$ cat src/core/lfp_pkg.sv
// shared constants and types of the lookup-table fan pwm controller
package lfp_pkg;

	localparam int OFS_STEPS  = 12;
	localparam int LEVELS     = 13;
	localparam int ZONES      = 4;
	localparam int OUTS       = 2;

	// register byte offsets
	localparam logic [7:0] OFS_CTRL    = 8'h00;
	localparam logic [7:0] OFS_BIND    = 8'h04;
	localparam logic [7:0] OFS_BASE    = 8'h08;
	localparam logic [7:0] OFS_HYST    = 8'h0c;
	localparam logic [7:0] OFS_MIN     = 8'h10;
	localparam logic [7:0] OFS_TBL12_L = 8'h14;
	localparam logic [7:0] OFS_TBL12_H = 8'h18;
	localparam logic [7:0] OFS_TBL34_L = 8'h1c;
	localparam logic [7:0] OFS_TBL34_H = 8'h20;
	localparam logic [7:0] OFS_TEMP    = 8'h24;
	localparam logic [7:0] OFS_STAT    = 8'h28;
	localparam logic [7:0] OFS_DIV     = 8'h2c;

	// control fields
	localparam int CTRL_EN_BIT      = 0;
	localparam int CTRL_HALF_BIT    = 1;
	localparam int CTRL_HIFREQ_BIT  = 2;
	localparam int CTRL_W           = 4;

	// status fields
	localparam int STAT_IDLE_POS    = 16;
	localparam int STAT_DUTY_POS    = 20;

	// reset values
	localparam logic [3:0]  CTRL_RST = 4'h3;
	localparam logic [7:0]  BIND_RST = 8'hc3;
	localparam logic [31:0] BASE_RST = 32'h00000000;
	localparam logic [7:0]  HYST_RST = 8'h44;
	localparam logic [7:0]  MIN_RST  = 8'h44;
	localparam logic [15:0] DIV_RST  = 16'h0046;

	// timing: slot prescaler floor keeps the pwm at or below its top rate
	localparam int CLK_HZ      = 25000000;
	localparam int PWM_MAX_HZ  = 22500;
	localparam int SLOTS_HI    = 16;
	localparam int DIV_MIN_INT = (CLK_HZ + PWM_MAX_HZ * SLOTS_HI - 1)
		/ (PWM_MAX_HZ * SLOTS_HI);
	localparam logic [15:0] DIV_MIN = 16'(DIV_MIN_INT);

	// duty denominators and fixed step duties (index 0 = lowest step)
	localparam logic [4:0] DEN_HI = 5'h10;
	localparam logic [4:0] DEN_LO = 5'h1c;
	localparam logic [12:0][4:0] DUTY_HI = {5'h10, 5'h0f, 5'h0e, 5'h0d,
		5'h0c, 5'h0b, 5'h0a, 5'h09, 5'h08, 5'h07, 5'h06, 5'h05, 5'h04};
	localparam logic [12:0][4:0] DUTY_LO = {5'h1c, 5'h18, 5'h14, 5'h10,
		5'h0f, 5'h0e, 5'h0d, 5'h0c, 5'h0b, 5'h0a, 5'h09, 5'h08, 5'h07};

	typedef struct packed {
		logic [7:0] base;
		logic [3:0] hyst;
		logic       res_half;
	} lfp_zone_cfg_t;

	typedef struct packed {
		logic [4:0] num;
		logic [4:0] den;
	} lfp_duty_t;

endpackage : lfp_pkg

$ cat src/core/lfp_zone_step.sv
// one zone: cumulative thresholds, step selection and hysteresis
`timescale 1ns/1ps
module lfp_zone_step (
	input  wire logic                  clk,
	input  wire logic                  rst_n,
	input  wire logic                  ce,
	input  wire lfp_pkg::lfp_zone_cfg_t cfg,
	input  wire logic [11:0][3:0]      offsets,
	input  wire logic [8:0]            temp,
	output logic      [3:0]            level_q,
	output logic                       idle_q
);
	logic [10:0] base_h;
	logic [10:0] temp_h;
	logic [10:0] hyst_h;
	logic [10:0] acc;
	logic [3:0]  cand;
	logic [3:0]  cand_h;
	logic [3:0]  level_d;
	logic        idle_d;

	assign base_h = {2'b00, cfg.base, 1'b0};
	assign temp_h = {2'b00, temp};
	// half-degree grid throughout; whole-degree mode doubles each offset
	assign hyst_h = cfg.res_half ? {7'h00, cfg.hyst}
		: {6'h00, cfg.hyst, 1'b0};

	always_comb begin
		acc    = base_h;
		cand   = 4'h0;
		cand_h = 4'h0;
		for (int k = 0; k < lfp_pkg::OFS_STEPS; k++) begin
			// running sum of offsets on top of the base
			acc = acc + (cfg.res_half ? {7'h00, offsets[k]}
				: {6'h00, offsets[k], 1'b0});
			// zero offset gives an empty band, so that step is skipped
			if (temp_h >= acc) begin
				cand = 4'(k + 1);
			end
			if (temp_h + hyst_h >= acc) begin
				cand_h = 4'(k + 1);
			end
		end
	end

	assign idle_d = (temp_h <= base_h);
	// rise at once, fall only once clear of the band by the hysteresis
	assign level_d = (cand > level_q) ? cand
		: (cand_h < level_q) ? cand_h : level_q;

	always_ff @(posedge clk) begin
		if (!rst_n) begin
			level_q <= 4'h0;
			idle_q  <= 1'b1;
		end else if (ce) begin
			level_q <= level_d;
			idle_q  <= idle_d;
		end
	end

endmodule : lfp_zone_step

$ cat src/core/lfp_pwm.sv
// slot-based pwm generator with per-period duty capture
`timescale 1ns/1ps
module lfp_pwm (
	input  wire logic               clk,
	input  wire logic               rst_n,
	input  wire logic               ce,
	input  wire logic [15:0]        div,
	input  wire lfp_pkg::lfp_duty_t duty,
	output logic                    pwm_q
);
	logic [15:0]        pre_q;
	logic [4:0]         slot_q;
	lfp_pkg::lfp_duty_t cur_q;
	logic               pre_end;
	logic               per_end;

	assign pre_end = (pre_q >= div - 16'h0001);
	assign per_end = pre_end && (slot_q >= cur_q.den - 5'h01);

	// duty is captured only at a period boundary so no runt pulses appear
	always_ff @(posedge clk) begin
		if (!rst_n) begin
			pre_q  <= 16'h0000;
			slot_q <= 5'h00;
			cur_q  <= '0;
			pwm_q  <= 1'b0;
		end else if (ce) begin
			pre_q <= pre_end ? 16'h0000 : pre_q + 16'h0001;
			if (per_end) begin
				slot_q <= 5'h00;
				cur_q  <= duty;
			end else if (pre_end) begin
				slot_q <= slot_q + 5'h01;
			end
			pwm_q <= (slot_q < cur_q.num);
		end
	end

endmodule : lfp_pwm

$ cat src/core/lfp_fan_ctrl.sv
// What this block does
// - fan outputs run up to 22.5 kHz; duty steps are 6.25 percent in the high range only
// - table holds twelve offsets plus a base temperature
// - step duties are fixed, one of two sets per output
// - zones 1/2 share one offset set, zones 3/4 another
// - each zone has its own base temperature
// - hysteresis stops toggling; one value per zone pair
// - threshold is base plus running sum of 4-bit offsets
// - at or below base the output uses the minimum duty setting
// - a zero offset step is skipped
// - low range duties rise non-linearly, high range linearly
// - zones 1/2 from remote diodes, zone 3 from die sensor
// - offsets and hysteresis selectable in 0.5 or 1 degree units
`timescale 1ns/1ps
module lfp_fan_ctrl #(
	parameter int ADDR_W = 8
) (
	input  wire logic              CLOCK,
	input  wire logic              RST_N,
	input  wire logic              CE,
	input  wire logic              PSEL,
	input  wire logic              PENABLE,
	input  wire logic              PWRITE,
	input  wire logic [ADDR_W-1:0] PADDR,
	input  wire logic [31:0]       PWDATA,
	input  wire logic [3:0]        PSTRB,
	output logic      [31:0]       PRDATA,
	output logic                   PREADY,
	output logic                   PSLVERR,
	input  wire logic [8:0]        TEMP_REMOTE_ONE,
	input  wire logic [8:0]        TEMP_REMOTE_TWO,
	input  wire logic [8:0]        TEMP_DIE,
	input  wire logic [8:0]        TEMP_ZONE_FOUR,
	output logic                   FAN_DRIVE_OUTPUT_ONE,
	output logic                   FAN_DRIVE_OUTPUT_TWO
);
	localparam int Z = lfp_pkg::ZONES;
	localparam int O = lfp_pkg::OUTS;

	logic [lfp_pkg::CTRL_W-1:0] ctrl_q;
	logic [7:0]                 bind_q;
	logic [31:0]                base_q;
	logic [7:0]                 hyst_q;
	logic [7:0]                 min_q;
	logic [1:0][11:0][3:0]      ofs_q;
	logic [15:0]                div_q;
	logic [31:0]                prdata_q;
	logic                       pready_q;
	logic                       pslverr_q;

	logic [Z-1:0][8:0]          temp_w;
	logic [Z-1:0][3:0]          level_w;
	logic [Z-1:0]               idle_w;
	lfp_pkg::lfp_duty_t [O-1:0] duty_w;
	logic [O-1:0]               pwm_w;
	logic [15:0]                div_eff;

	logic                       setup_acc;
	logic                       commit;
	logic                       wr_commit;
	logic [7:0]                 addr8;
	logic                       hit_ctrl;
	logic                       hit_bind;
	logic                       hit_base;
	logic                       hit_hyst;
	logic                       hit_min;
	logic                       hit_t12l;
	logic                       hit_t12h;
	logic                       hit_t34l;
	logic                       hit_t34h;
	logic                       hit_temp;
	logic                       hit_stat;
	logic                       hit_div;
	logic                       hit_any;
	logic                       hit_ro;
	logic [31:0]                rd_mux;
	logic [31:0]                stat_w;
	logic                       bad_req;
	logic [31:0]                rd_word;

	// merges the enabled byte lanes of a write into the old value
	function automatic logic [31:0] lane_merge(
		input logic [31:0] old_v,
		input logic [31:0] new_v,
		input logic [3:0]  strb
	);
		logic [31:0] r;
		r = old_v;
		for (int b = 0; b < 4; b++) begin
			if (strb[b]) begin
				r[b*8 +: 8] = new_v[b*8 +: 8];
			end
		end
		return r;
	endfunction : lane_merge

	// zone sources
	assign temp_w[0] = TEMP_REMOTE_ONE;
	assign temp_w[1] = TEMP_REMOTE_TWO;
	assign temp_w[2] = TEMP_DIE;
	assign temp_w[3] = TEMP_ZONE_FOUR;

	// bus decode
	// only a full match of the low 8 address bits decodes; PADDR bits above those are ignored, so aliases decode
	assign addr8     = 8'(PADDR);
	assign setup_acc = PSEL && PENABLE && !pready_q;
	assign commit    = PSEL && PENABLE && pready_q;
	assign hit_ctrl  = (addr8 == lfp_pkg::OFS_CTRL);
	assign hit_bind  = (addr8 == lfp_pkg::OFS_BIND);
	assign hit_base  = (addr8 == lfp_pkg::OFS_BASE);
	assign hit_hyst  = (addr8 == lfp_pkg::OFS_HYST);
	assign hit_min   = (addr8 == lfp_pkg::OFS_MIN);
	assign hit_t12l  = (addr8 == lfp_pkg::OFS_TBL12_L);
	assign hit_t12h  = (addr8 == lfp_pkg::OFS_TBL12_H);
	assign hit_t34l  = (addr8 == lfp_pkg::OFS_TBL34_L);
	assign hit_t34h  = (addr8 == lfp_pkg::OFS_TBL34_H);
	assign hit_temp  = (addr8 == lfp_pkg::OFS_TEMP);
	assign hit_stat  = (addr8 == lfp_pkg::OFS_STAT);
	assign hit_div   = (addr8 == lfp_pkg::OFS_DIV);
	assign hit_ro    = hit_temp || hit_stat;
	assign hit_any   = hit_ctrl || hit_bind || hit_base || hit_hyst
		|| hit_min || hit_t12l || hit_t12h || hit_t34l || hit_t34h
		|| hit_ro || hit_div;
	// a write to a read-only or unmapped word changes nothing
	assign wr_commit = commit && PWRITE && hit_any && !hit_ro;
	// refusals: unmapped words, and writes to the read-only words
	assign bad_req   = !hit_any || (PWRITE && hit_ro);
	// a write answer carries zero so no stale read data rides along
	assign rd_word   = PWRITE ? 32'h00000000 : rd_mux;

	assign stat_w = {2'b00,
		duty_w[1].num, duty_w[0].num,
		idle_w,
		level_w[3], level_w[2], level_w[1], level_w[0]};

	assign rd_mux =
		hit_ctrl ? {28'h0000000, ctrl_q} :
		hit_bind ? {24'h000000, bind_q} :
		hit_base ? base_q :
		hit_hyst ? {24'h000000, hyst_q} :
		hit_min  ? {24'h000000, min_q} :
		hit_t12l ? 32'(ofs_q[0][7:0]) :
		hit_t12h ? {16'h0000, 16'(ofs_q[0][11:8])} :
		hit_t34l ? 32'(ofs_q[1][7:0]) :
		hit_t34h ? {16'h0000, 16'(ofs_q[1][11:8])} :
		hit_temp ? {temp_w[3][8:1], temp_w[2][8:1],
			temp_w[1][8:1], temp_w[0][8:1]} :
		hit_stat ? stat_w :
		hit_div  ? {16'h0000, div_q} : 32'h00000000;

	// APB answer: one wait state, data and error captured with ready
	always_ff @(posedge CLOCK) begin
		if (!RST_N) begin
			pready_q  <= 1'b0;
			prdata_q  <= 32'h00000000;
			pslverr_q <= 1'b0;
		end else if (CE) begin
			pready_q  <= setup_acc;
			if (setup_acc) begin
				prdata_q  <= rd_word;
				pslverr_q <= bad_req;
			end else begin
				pslverr_q <= 1'b0;
			end
		end
	end

	// configuration registers
	always_ff @(posedge CLOCK) begin
		if (!RST_N) begin
			ctrl_q <= lfp_pkg::CTRL_RST;
			bind_q <= lfp_pkg::BIND_RST;
			base_q <= lfp_pkg::BASE_RST;
			hyst_q <= lfp_pkg::HYST_RST;
			min_q  <= lfp_pkg::MIN_RST;
			ofs_q  <= '0;
			div_q  <= lfp_pkg::DIV_RST;
		end else if (CE && wr_commit) begin
			if (hit_ctrl) begin
				ctrl_q <= lfp_pkg::CTRL_W'(lane_merge(32'(ctrl_q),
					PWDATA, PSTRB));
			end
			if (hit_bind) begin
				bind_q <= 8'(lane_merge(32'(bind_q), PWDATA, PSTRB));
			end
			if (hit_base) begin
				base_q <= lane_merge(base_q, PWDATA, PSTRB);
			end
			if (hit_hyst) begin
				hyst_q <= 8'(lane_merge(32'(hyst_q), PWDATA, PSTRB));
			end
			if (hit_min) begin
				min_q <= 8'(lane_merge(32'(min_q), PWDATA, PSTRB));
			end
			if (hit_t12l) begin
				ofs_q[0][7:0] <= lane_merge(32'(ofs_q[0][7:0]),
					PWDATA, PSTRB);
			end
			if (hit_t12h) begin
				ofs_q[0][11:8] <= 16'(lane_merge(32'(ofs_q[0][11:8]),
					PWDATA, PSTRB));
			end
			if (hit_t34l) begin
				ofs_q[1][7:0] <= lane_merge(32'(ofs_q[1][7:0]),
					PWDATA, PSTRB);
			end
			if (hit_t34h) begin
				ofs_q[1][11:8] <= 16'(lane_merge(32'(ofs_q[1][11:8]),
					PWDATA, PSTRB));
			end
			if (hit_div) begin
				div_q <= 16'(lane_merge(32'(div_q), PWDATA, PSTRB));
			end
		end
	end

	// per zone stepping; pair index picks the shared offsets and hysteresis
	for (genvar z = 0; z < Z; z++) begin : g_zone
		lfp_pkg::lfp_zone_cfg_t cfg_w;
		assign cfg_w.base     = base_q[z*8 +: 8];
		assign cfg_w.hyst     = hyst_q[(z/2)*4 +: 4];
		assign cfg_w.res_half = ctrl_q[lfp_pkg::CTRL_HALF_BIT];
		lfp_zone_step u_step (
			.clk     (CLOCK),
			.rst_n   (RST_N),
			.ce      (CE),
			.cfg     (cfg_w),
			.offsets (ofs_q[z/2]),
			.temp    (temp_w[z]),
			.level_q (level_w[z]),
			.idle_q  (idle_w[z])
		);
	end

	// the prescaler floor caps the rate so software cannot exceed it
	assign div_eff = (div_q < lfp_pkg::DIV_MIN) ? lfp_pkg::DIV_MIN
		: div_q;

	// output duty: the bound zone asking the highest duty wins
	// equal numerators give equal duty, so ties need no arbitration
	for (genvar o = 0; o < O; o++) begin : g_out
		logic       hifreq;
		logic [4:0] best;
		assign hifreq = ctrl_q[lfp_pkg::CTRL_HIFREQ_BIT + o];

		always_comb begin
			logic [3:0] mn;
			logic [6:0] mn7;
			logic [4:0] n;
			mn   = 4'h0;
			mn7  = 7'h00;
			n    = 5'h00;
			best = 5'h00;
			for (int z = 0; z < Z; z++) begin
				mn  = min_q[(z/2)*4 +: 4];
				mn7 = 7'(mn) * 7'h07;
				if (idle_w[z]) begin
					// minimum is kept in sixteenths; rescale for low range
					n = hifreq ? {1'b0, mn} : mn7[6:2];
				end else begin
					n = hifreq ? lfp_pkg::DUTY_HI[level_w[z]]
						: lfp_pkg::DUTY_LO[level_w[z]];
				end
				if (bind_q[o*4 + z] && n > best) begin
					best = n;
				end
			end
		end

		// disabled controller runs fans flat out as the safe state
		assign duty_w[o].den = hifreq ? lfp_pkg::DEN_HI : lfp_pkg::DEN_LO;
		assign duty_w[o].num = ctrl_q[lfp_pkg::CTRL_EN_BIT] ? best
			: duty_w[o].den;

		lfp_pwm u_pwm (
			.clk   (CLOCK),
			.rst_n (RST_N),
			.ce    (CE),
			.div   (div_eff),
			.duty  (duty_w[o]),
			.pwm_q (pwm_w[o])
		);
	end

	// all outputs straight from flip-flops
	always_ff @(posedge CLOCK) begin
		if (!RST_N) begin
			FAN_DRIVE_OUTPUT_ONE <= 1'b0;
			FAN_DRIVE_OUTPUT_TWO <= 1'b0;
		end else if (CE) begin
			FAN_DRIVE_OUTPUT_ONE <= pwm_w[0];
			FAN_DRIVE_OUTPUT_TWO <= pwm_w[1];
		end
	end

	assign PRDATA  = prdata_q;
	assign PREADY  = pready_q;
	assign PSLVERR = pslverr_q;

endmodule : lfp_fan_ctrl

$ cat config.mk
export PLATFORM = sky130hd
export DESIGN_NAME = lfp_fan_ctrl
export DESIGN_NICKNAME = d
export VERILOG_FILES = /design/src/core/lfp_pkg.sv /design/src/core/lfp_zone_step.sv /design/src/core/lfp_pwm.sv /design/src/core/lfp_fan_ctrl.sv
export SDC_FILE = /design/constraint.sdc
export NUM_CORES = 2
export LEC_CHECK = 0
export BUFFER_PORTS_ARGS = -buffer_cell sky130_fd_sc_hd__clkbuf_2
export CORE_UTILIZATION = 45
export CTS_BUF_LIST = sky130_fd_sc_hd__clkbuf_4
export CTS_CLUSTER_SIZE = 30
export DETAILED_ROUTE_END_ITERATION = 10
export HOLD_SLACK_MARGIN = 0.05
export SETUP_SLACK_MARGIN = 0.05
export SLEW_MARGIN = 20
export SYNTH_ARGS = -nofsm -noshare
export SYNTH_HDL_FRONTEND = slang
export SYNTH_SLANG_ARGS = --single-unit
$ cat constraint.sdc
create_clock -name CLOCK -period 13 [get_ports CLOCK]
set_clock_uncertainty 0.1 [all_clocks]
set_input_delay 0.65 -clock CLOCK [delete_from_list [all_inputs] [get_ports CLOCK]]
set_output_delay 0.65 -clock CLOCK [all_outputs]
set_load 0.005 [all_outputs]
==> results.md <==
- Deepest level of the CTS H-tree: 3
- Required time reported for the critical path endpoint: 13.67 ns
- Total routing resource utilization after global routing: 29.14%
- Share of synthesized registers carrying an async set or reset: 0%
- Root cell of the clock tree: sky130_fd_sc_hd__clkbuf_4
- Total wirelength of the detailed-routed design: 190.2 mm
- Global route overflow: 0
- Die area: approximately 0.13 mm2
- Via count: between 50000 and 60000
- Setup violation total in the final timing report: 0
- Max Cap Violations: 0
- Flip-flop cell with the highest count after synthesis: sky130_fd_sc_hd__dfxtp_1
- Minimum hold slack: 0.09878 ns
- Critical-path cell with the highest stage delay: sky130_fd_sc_hd__fa_2
- Count of state elements after synthesis: ~330
- Unrepaired setup endpoints after global routing: yes
- Kind of start point of the critical path: flip-flop
- Antenna violations before repair: 13
- Count of TritonRoute iterations in the first routing pass: 8
- Biggest fanout along the worst timing path: 19
- Chip width: 353.8 um
- Actual transition at the worst max-transition pin: 1.232 ns
- Clock input transition at the sequential cells of the worst setup and hold paths: about 0.060 ns
- Count of final max-slew check failures: 0
- Drt first-iter violations: 4151
- TritonCTS clock tree: yes
- Clock insertion delay at the later pin of the skew report: 0.84 ns
- Cell leakage power: 27.53 nW
- Placement row count: 128
- Run status: completed
- Chip Height: ~350 um
- Count of antenna-violating nets left after detailed routing: 0
- Final weighted congestion in routability-driven placement: 0.9960
- Unique masters post-synth: 126
- Ys Warns: 0
- Clk sinks: 326
- Final clock period utilization by the worst path: just under 100%
- Worst min-delay path class: primary input to flip-flop
- Maximum number of pins on one net before global-route repair: between 70 and 80
- Worst stage delay on the critical path: 0.60 ns
- Number of global-route vias before repair: about 49000
- Slew Limit Headroom: around 17%
- TritonCTS Buffers: 91
- Worst path arrival time: 13.17 ns
- Fraction of layout cells with a size suffix above 1: 13.70%
- Synthesized cell area: around 0.056 mm2
- Gate count after technology mapping: 6845
- Layout Utilization: around half
- Total negative slack for setup checks: 0 ns
- Sequential-to-total area share from yosys stat: 11.72%
- Category of the critical setup timing path: flip-flop to flip-flop
- Peak clock frequency supported by timing: 80.01 MHz
- Minimum clock period: ~12 ns
- Number of port buffers: 121
- Growth of design area from synthesis to finish: 12.00%
- Detailed-route wire length per cell: 21.59 um
- Initial Utilization: 45.53%
- Critical path endpoint category: flip-flop
- Via count normalized by instance count: 5.849
- Residual DRC: 0
- Net count after synthesis: 8247
- Most used cell along the critical path: sky130_fd_sc_hd__inv_1
- Worst reg-to-reg setup slack: 0.50 ns
- Cell Pwr Density: 48.61 mW/mm2
- Placeable core area: 0.1224 mm2
- Deepest clock path buffer count: 3
- Number of hold violations in the final report: 0
- Mean post-synth cell area: 8.139 um2
- Number of enable-type register cells in the synthesized netlist: 0
- Wire length of the first global-routing pass: around 290 mm
- Maximum ir drop on the vdd rail: roughly 0.000089 V
- I/O pin count: 122
- DPL Wire Length: between 150 and 200 mm
- Layout Nets: 8515
[cells in the mapped netlist (19+ instances only)]
| cell | n | area (um2) |
|---|---|---|
| sky130_fd_sc_hd__a211o_1 | 19 | 166.4 |
| sky130_fd_sc_hd__a211oi_1 | 51 | 382.9 |
| sky130_fd_sc_hd__a21o_1 | 274 | 2057 |
| sky130_fd_sc_hd__a21oi_1 | 622 | 3113 |
| sky130_fd_sc_hd__a221oi_1 | 21 | 183.9 |
| sky130_fd_sc_hd__a22oi_1 | 70 | 525.5 |
| sky130_fd_sc_hd__a31oi_1 | 48 | 300.3 |
| sky130_fd_sc_hd__and2_1 | 57 | 356.6 |
| sky130_fd_sc_hd__and3_1 | 33 | 206.5 |
| sky130_fd_sc_hd__buf_1 | 21 | 78.83 |
| sky130_fd_sc_hd__clkbuf_1 | 109 | 409.1 |
| sky130_fd_sc_hd__dfxtp_1 | 326 | 6526 |
| sky130_fd_sc_hd__fa_1 | 58 | 1161 |
| sky130_fd_sc_hd__ha_1 | 1258 | 15740 |
| sky130_fd_sc_hd__inv_1 | 456 | 1712 |
| sky130_fd_sc_hd__maj3_1 | 34 | 340.3 |
| sky130_fd_sc_hd__mux2_2 | 89 | 1002 |
| sky130_fd_sc_hd__mux2i_1 | 202 | 2022 |
| sky130_fd_sc_hd__nand2_1 | 391 | 1468 |
| sky130_fd_sc_hd__nand2b_1 | 303 | 1896 |
| sky130_fd_sc_hd__nand3_1 | 97 | 485.5 |
| sky130_fd_sc_hd__nand4_1 | 36 | 225.2 |
| sky130_fd_sc_hd__nor2_1 | 468 | 1757 |
| sky130_fd_sc_hd__nor2b_1 | 285 | 1783 |
| sky130_fd_sc_hd__nor3_1 | 103 | 515.5 |
| sky130_fd_sc_hd__nor4_1 | 22 | 137.6 |
| sky130_fd_sc_hd__o211ai_1 | 45 | 337.8 |
| sky130_fd_sc_hd__o21a_1 | 53 | 397.9 |
| sky130_fd_sc_hd__o21ai_0 | 333 | 1667 |
| sky130_fd_sc_hd__o21bai_1 | 64 | 480.5 |
| sky130_fd_sc_hd__o22ai_1 | 20 | 125.1 |
| sky130_fd_sc_hd__o31ai_1 | 20 | 150.1 |
| sky130_fd_sc_hd__or2_2 | 47 | 294.0 |
| sky130_fd_sc_hd__or3_1 | 38 | 237.7 |
| sky130_fd_sc_hd__xnor2_1 | 267 | 2338 |
| sky130_fd_sc_hd__xnor3_1 | 20 | 450.4 |
| sky130_fd_sc_hd__xor2_1 | 139 | 1217 |
[worst paths after layout]
kind / startpoint / end / cells after the start
worst max register to register: ctrl_q[1] / flip-flop / 50
worst min-delay path: PWDATA[8] / ofs_q[40] / 3
worst max-delay path: ctrl_q[1] / flip-flop / 50
worst min register to register: PRDATA[7] / PRDATA[7] / 2
[layer usage]
metal / up-vias / track usage [%] / part of all wire (%)
met5: - / 0 / 0.053
met1: 24280 / 41.11 / 47
met4: 14 / 8.026 / 3.1
met3: 310 / 3.912 / 6.8
li1: 25320 / - / -
met2: 1599 / 46.06 / 43
[worst max-delay path, delay by kind of cell, from the launching register on]
family | cells | cell delay [ns]
AOI/OAI and AO/OA | 12 | 2.05
xor gates and xnor gates | 3 | 0.57
adders and majority gates | 13 | 5.80
buffers and inverters | 12 | 1.58
DFF | 1 | 0.39
muxes | 3 | 0.76
and+or+nand+nor | 7 | 1.15
[power breakdown]
group | leakage [nW] | switching (mW) | internal (mW)
Clock | 0.691 | 0.455 | 0.502
Sequential | 2.64 | 0.0589 | 1.04
Combinational | 24.2 | 0.577 | 0.400
Total | 27.5 | 1.09 | 1.94
[timing repair]
item,CTS,global route
hold endpoints to repair,33,0
setup buffers,2,40
pin swaps,1,84
setup endpoints to repair,15,56
gates resized for setup,16,301
cloned,0,0
hold buffers,11,0
[metrics by stage]
| stage | std cells | cell area, um2 | setup WS (ns) | power, mW |
|---|---|---|---|---|
| after floorplan | 6845 | 55730 | 0.09539 | 1.690 |
| after global placement | 8592 | 58940 | 0.1143 | 2.029 |
| after detailed placement | 8592 | 58940 | -0.02888 | 2.050 |
| after CTS | 8761 | 60290 | 0.05038 | 3.010 |
| after global routing | 8805 | 62390 | -0.05498 | 3.221 |
| final | 8808 | 62400 | 0.5013 | 3.033 |
[cells by family after synthesis]
kind of cell,count (synthesis),share of synthesized area [%]
adders and majority gates,1351,30.97
muxes,307,6.035
buffers and inverters,611,4.204
DFF,326,11.72
and+or+nand+nor,1968,18.17
xor gates and xnor gates,444,7.778
AOI/OAI and AO/OA,1838,21.12
[cells in the final DEF, fill, tap and decap left out, types with 57 or more instances in the layout]
cell                          n
sky130_fd_sc_hd__a22oi_1     69
sky130_fd_sc_hd__nor3_1     100
sky130_fd_sc_hd__clkbuf_2   121
sky130_fd_sc_hd__a21o_1     274
sky130_fd_sc_hd__ha_1      1233
sky130_fd_sc_hd__dfxtp_1    324
sky130_fd_sc_hd__buf_4      181
sky130_fd_sc_hd__nand3_1     94
sky130_fd_sc_hd__nor2b_1    284
sky130_fd_sc_hd__xnor2_2     86
sky130_fd_sc_hd__clkbuf_4   139
sky130_fd_sc_hd__nand2b_1   301
sky130_fd_sc_hd__mux2_2      89
sky130_fd_sc_hd__and2_1      57
sky130_fd_sc_hd__xnor2_1    187
sky130_fd_sc_hd__a21oi_1    570
sky130_fd_sc_hd__mux2i_1    198
sky130_fd_sc_hd__o21ai_0    327
sky130_fd_sc_hd__inv_1      453
sky130_fd_sc_hd__nand2_1    389
sky130_fd_sc_hd__xor2_1     107
sky130_fd_sc_hd__nor2_1     449
sky130_fd_sc_hd__o21bai_1    59
[final cells by class]
type                            instances  area (um2)
Fill cell                           11860       59960
Multi-Input combinational cell       5908       48770
Sequential cell                       326        6531
Timing Repair Buffer                  317        2137
Tap cell                             1625        2033
Inverter                              469        1768
Clock buffer                          139        1044
Clock inverter                         17       98.84
Antenna cell                            7       17.52
Power figures use the tool's default switching activity.
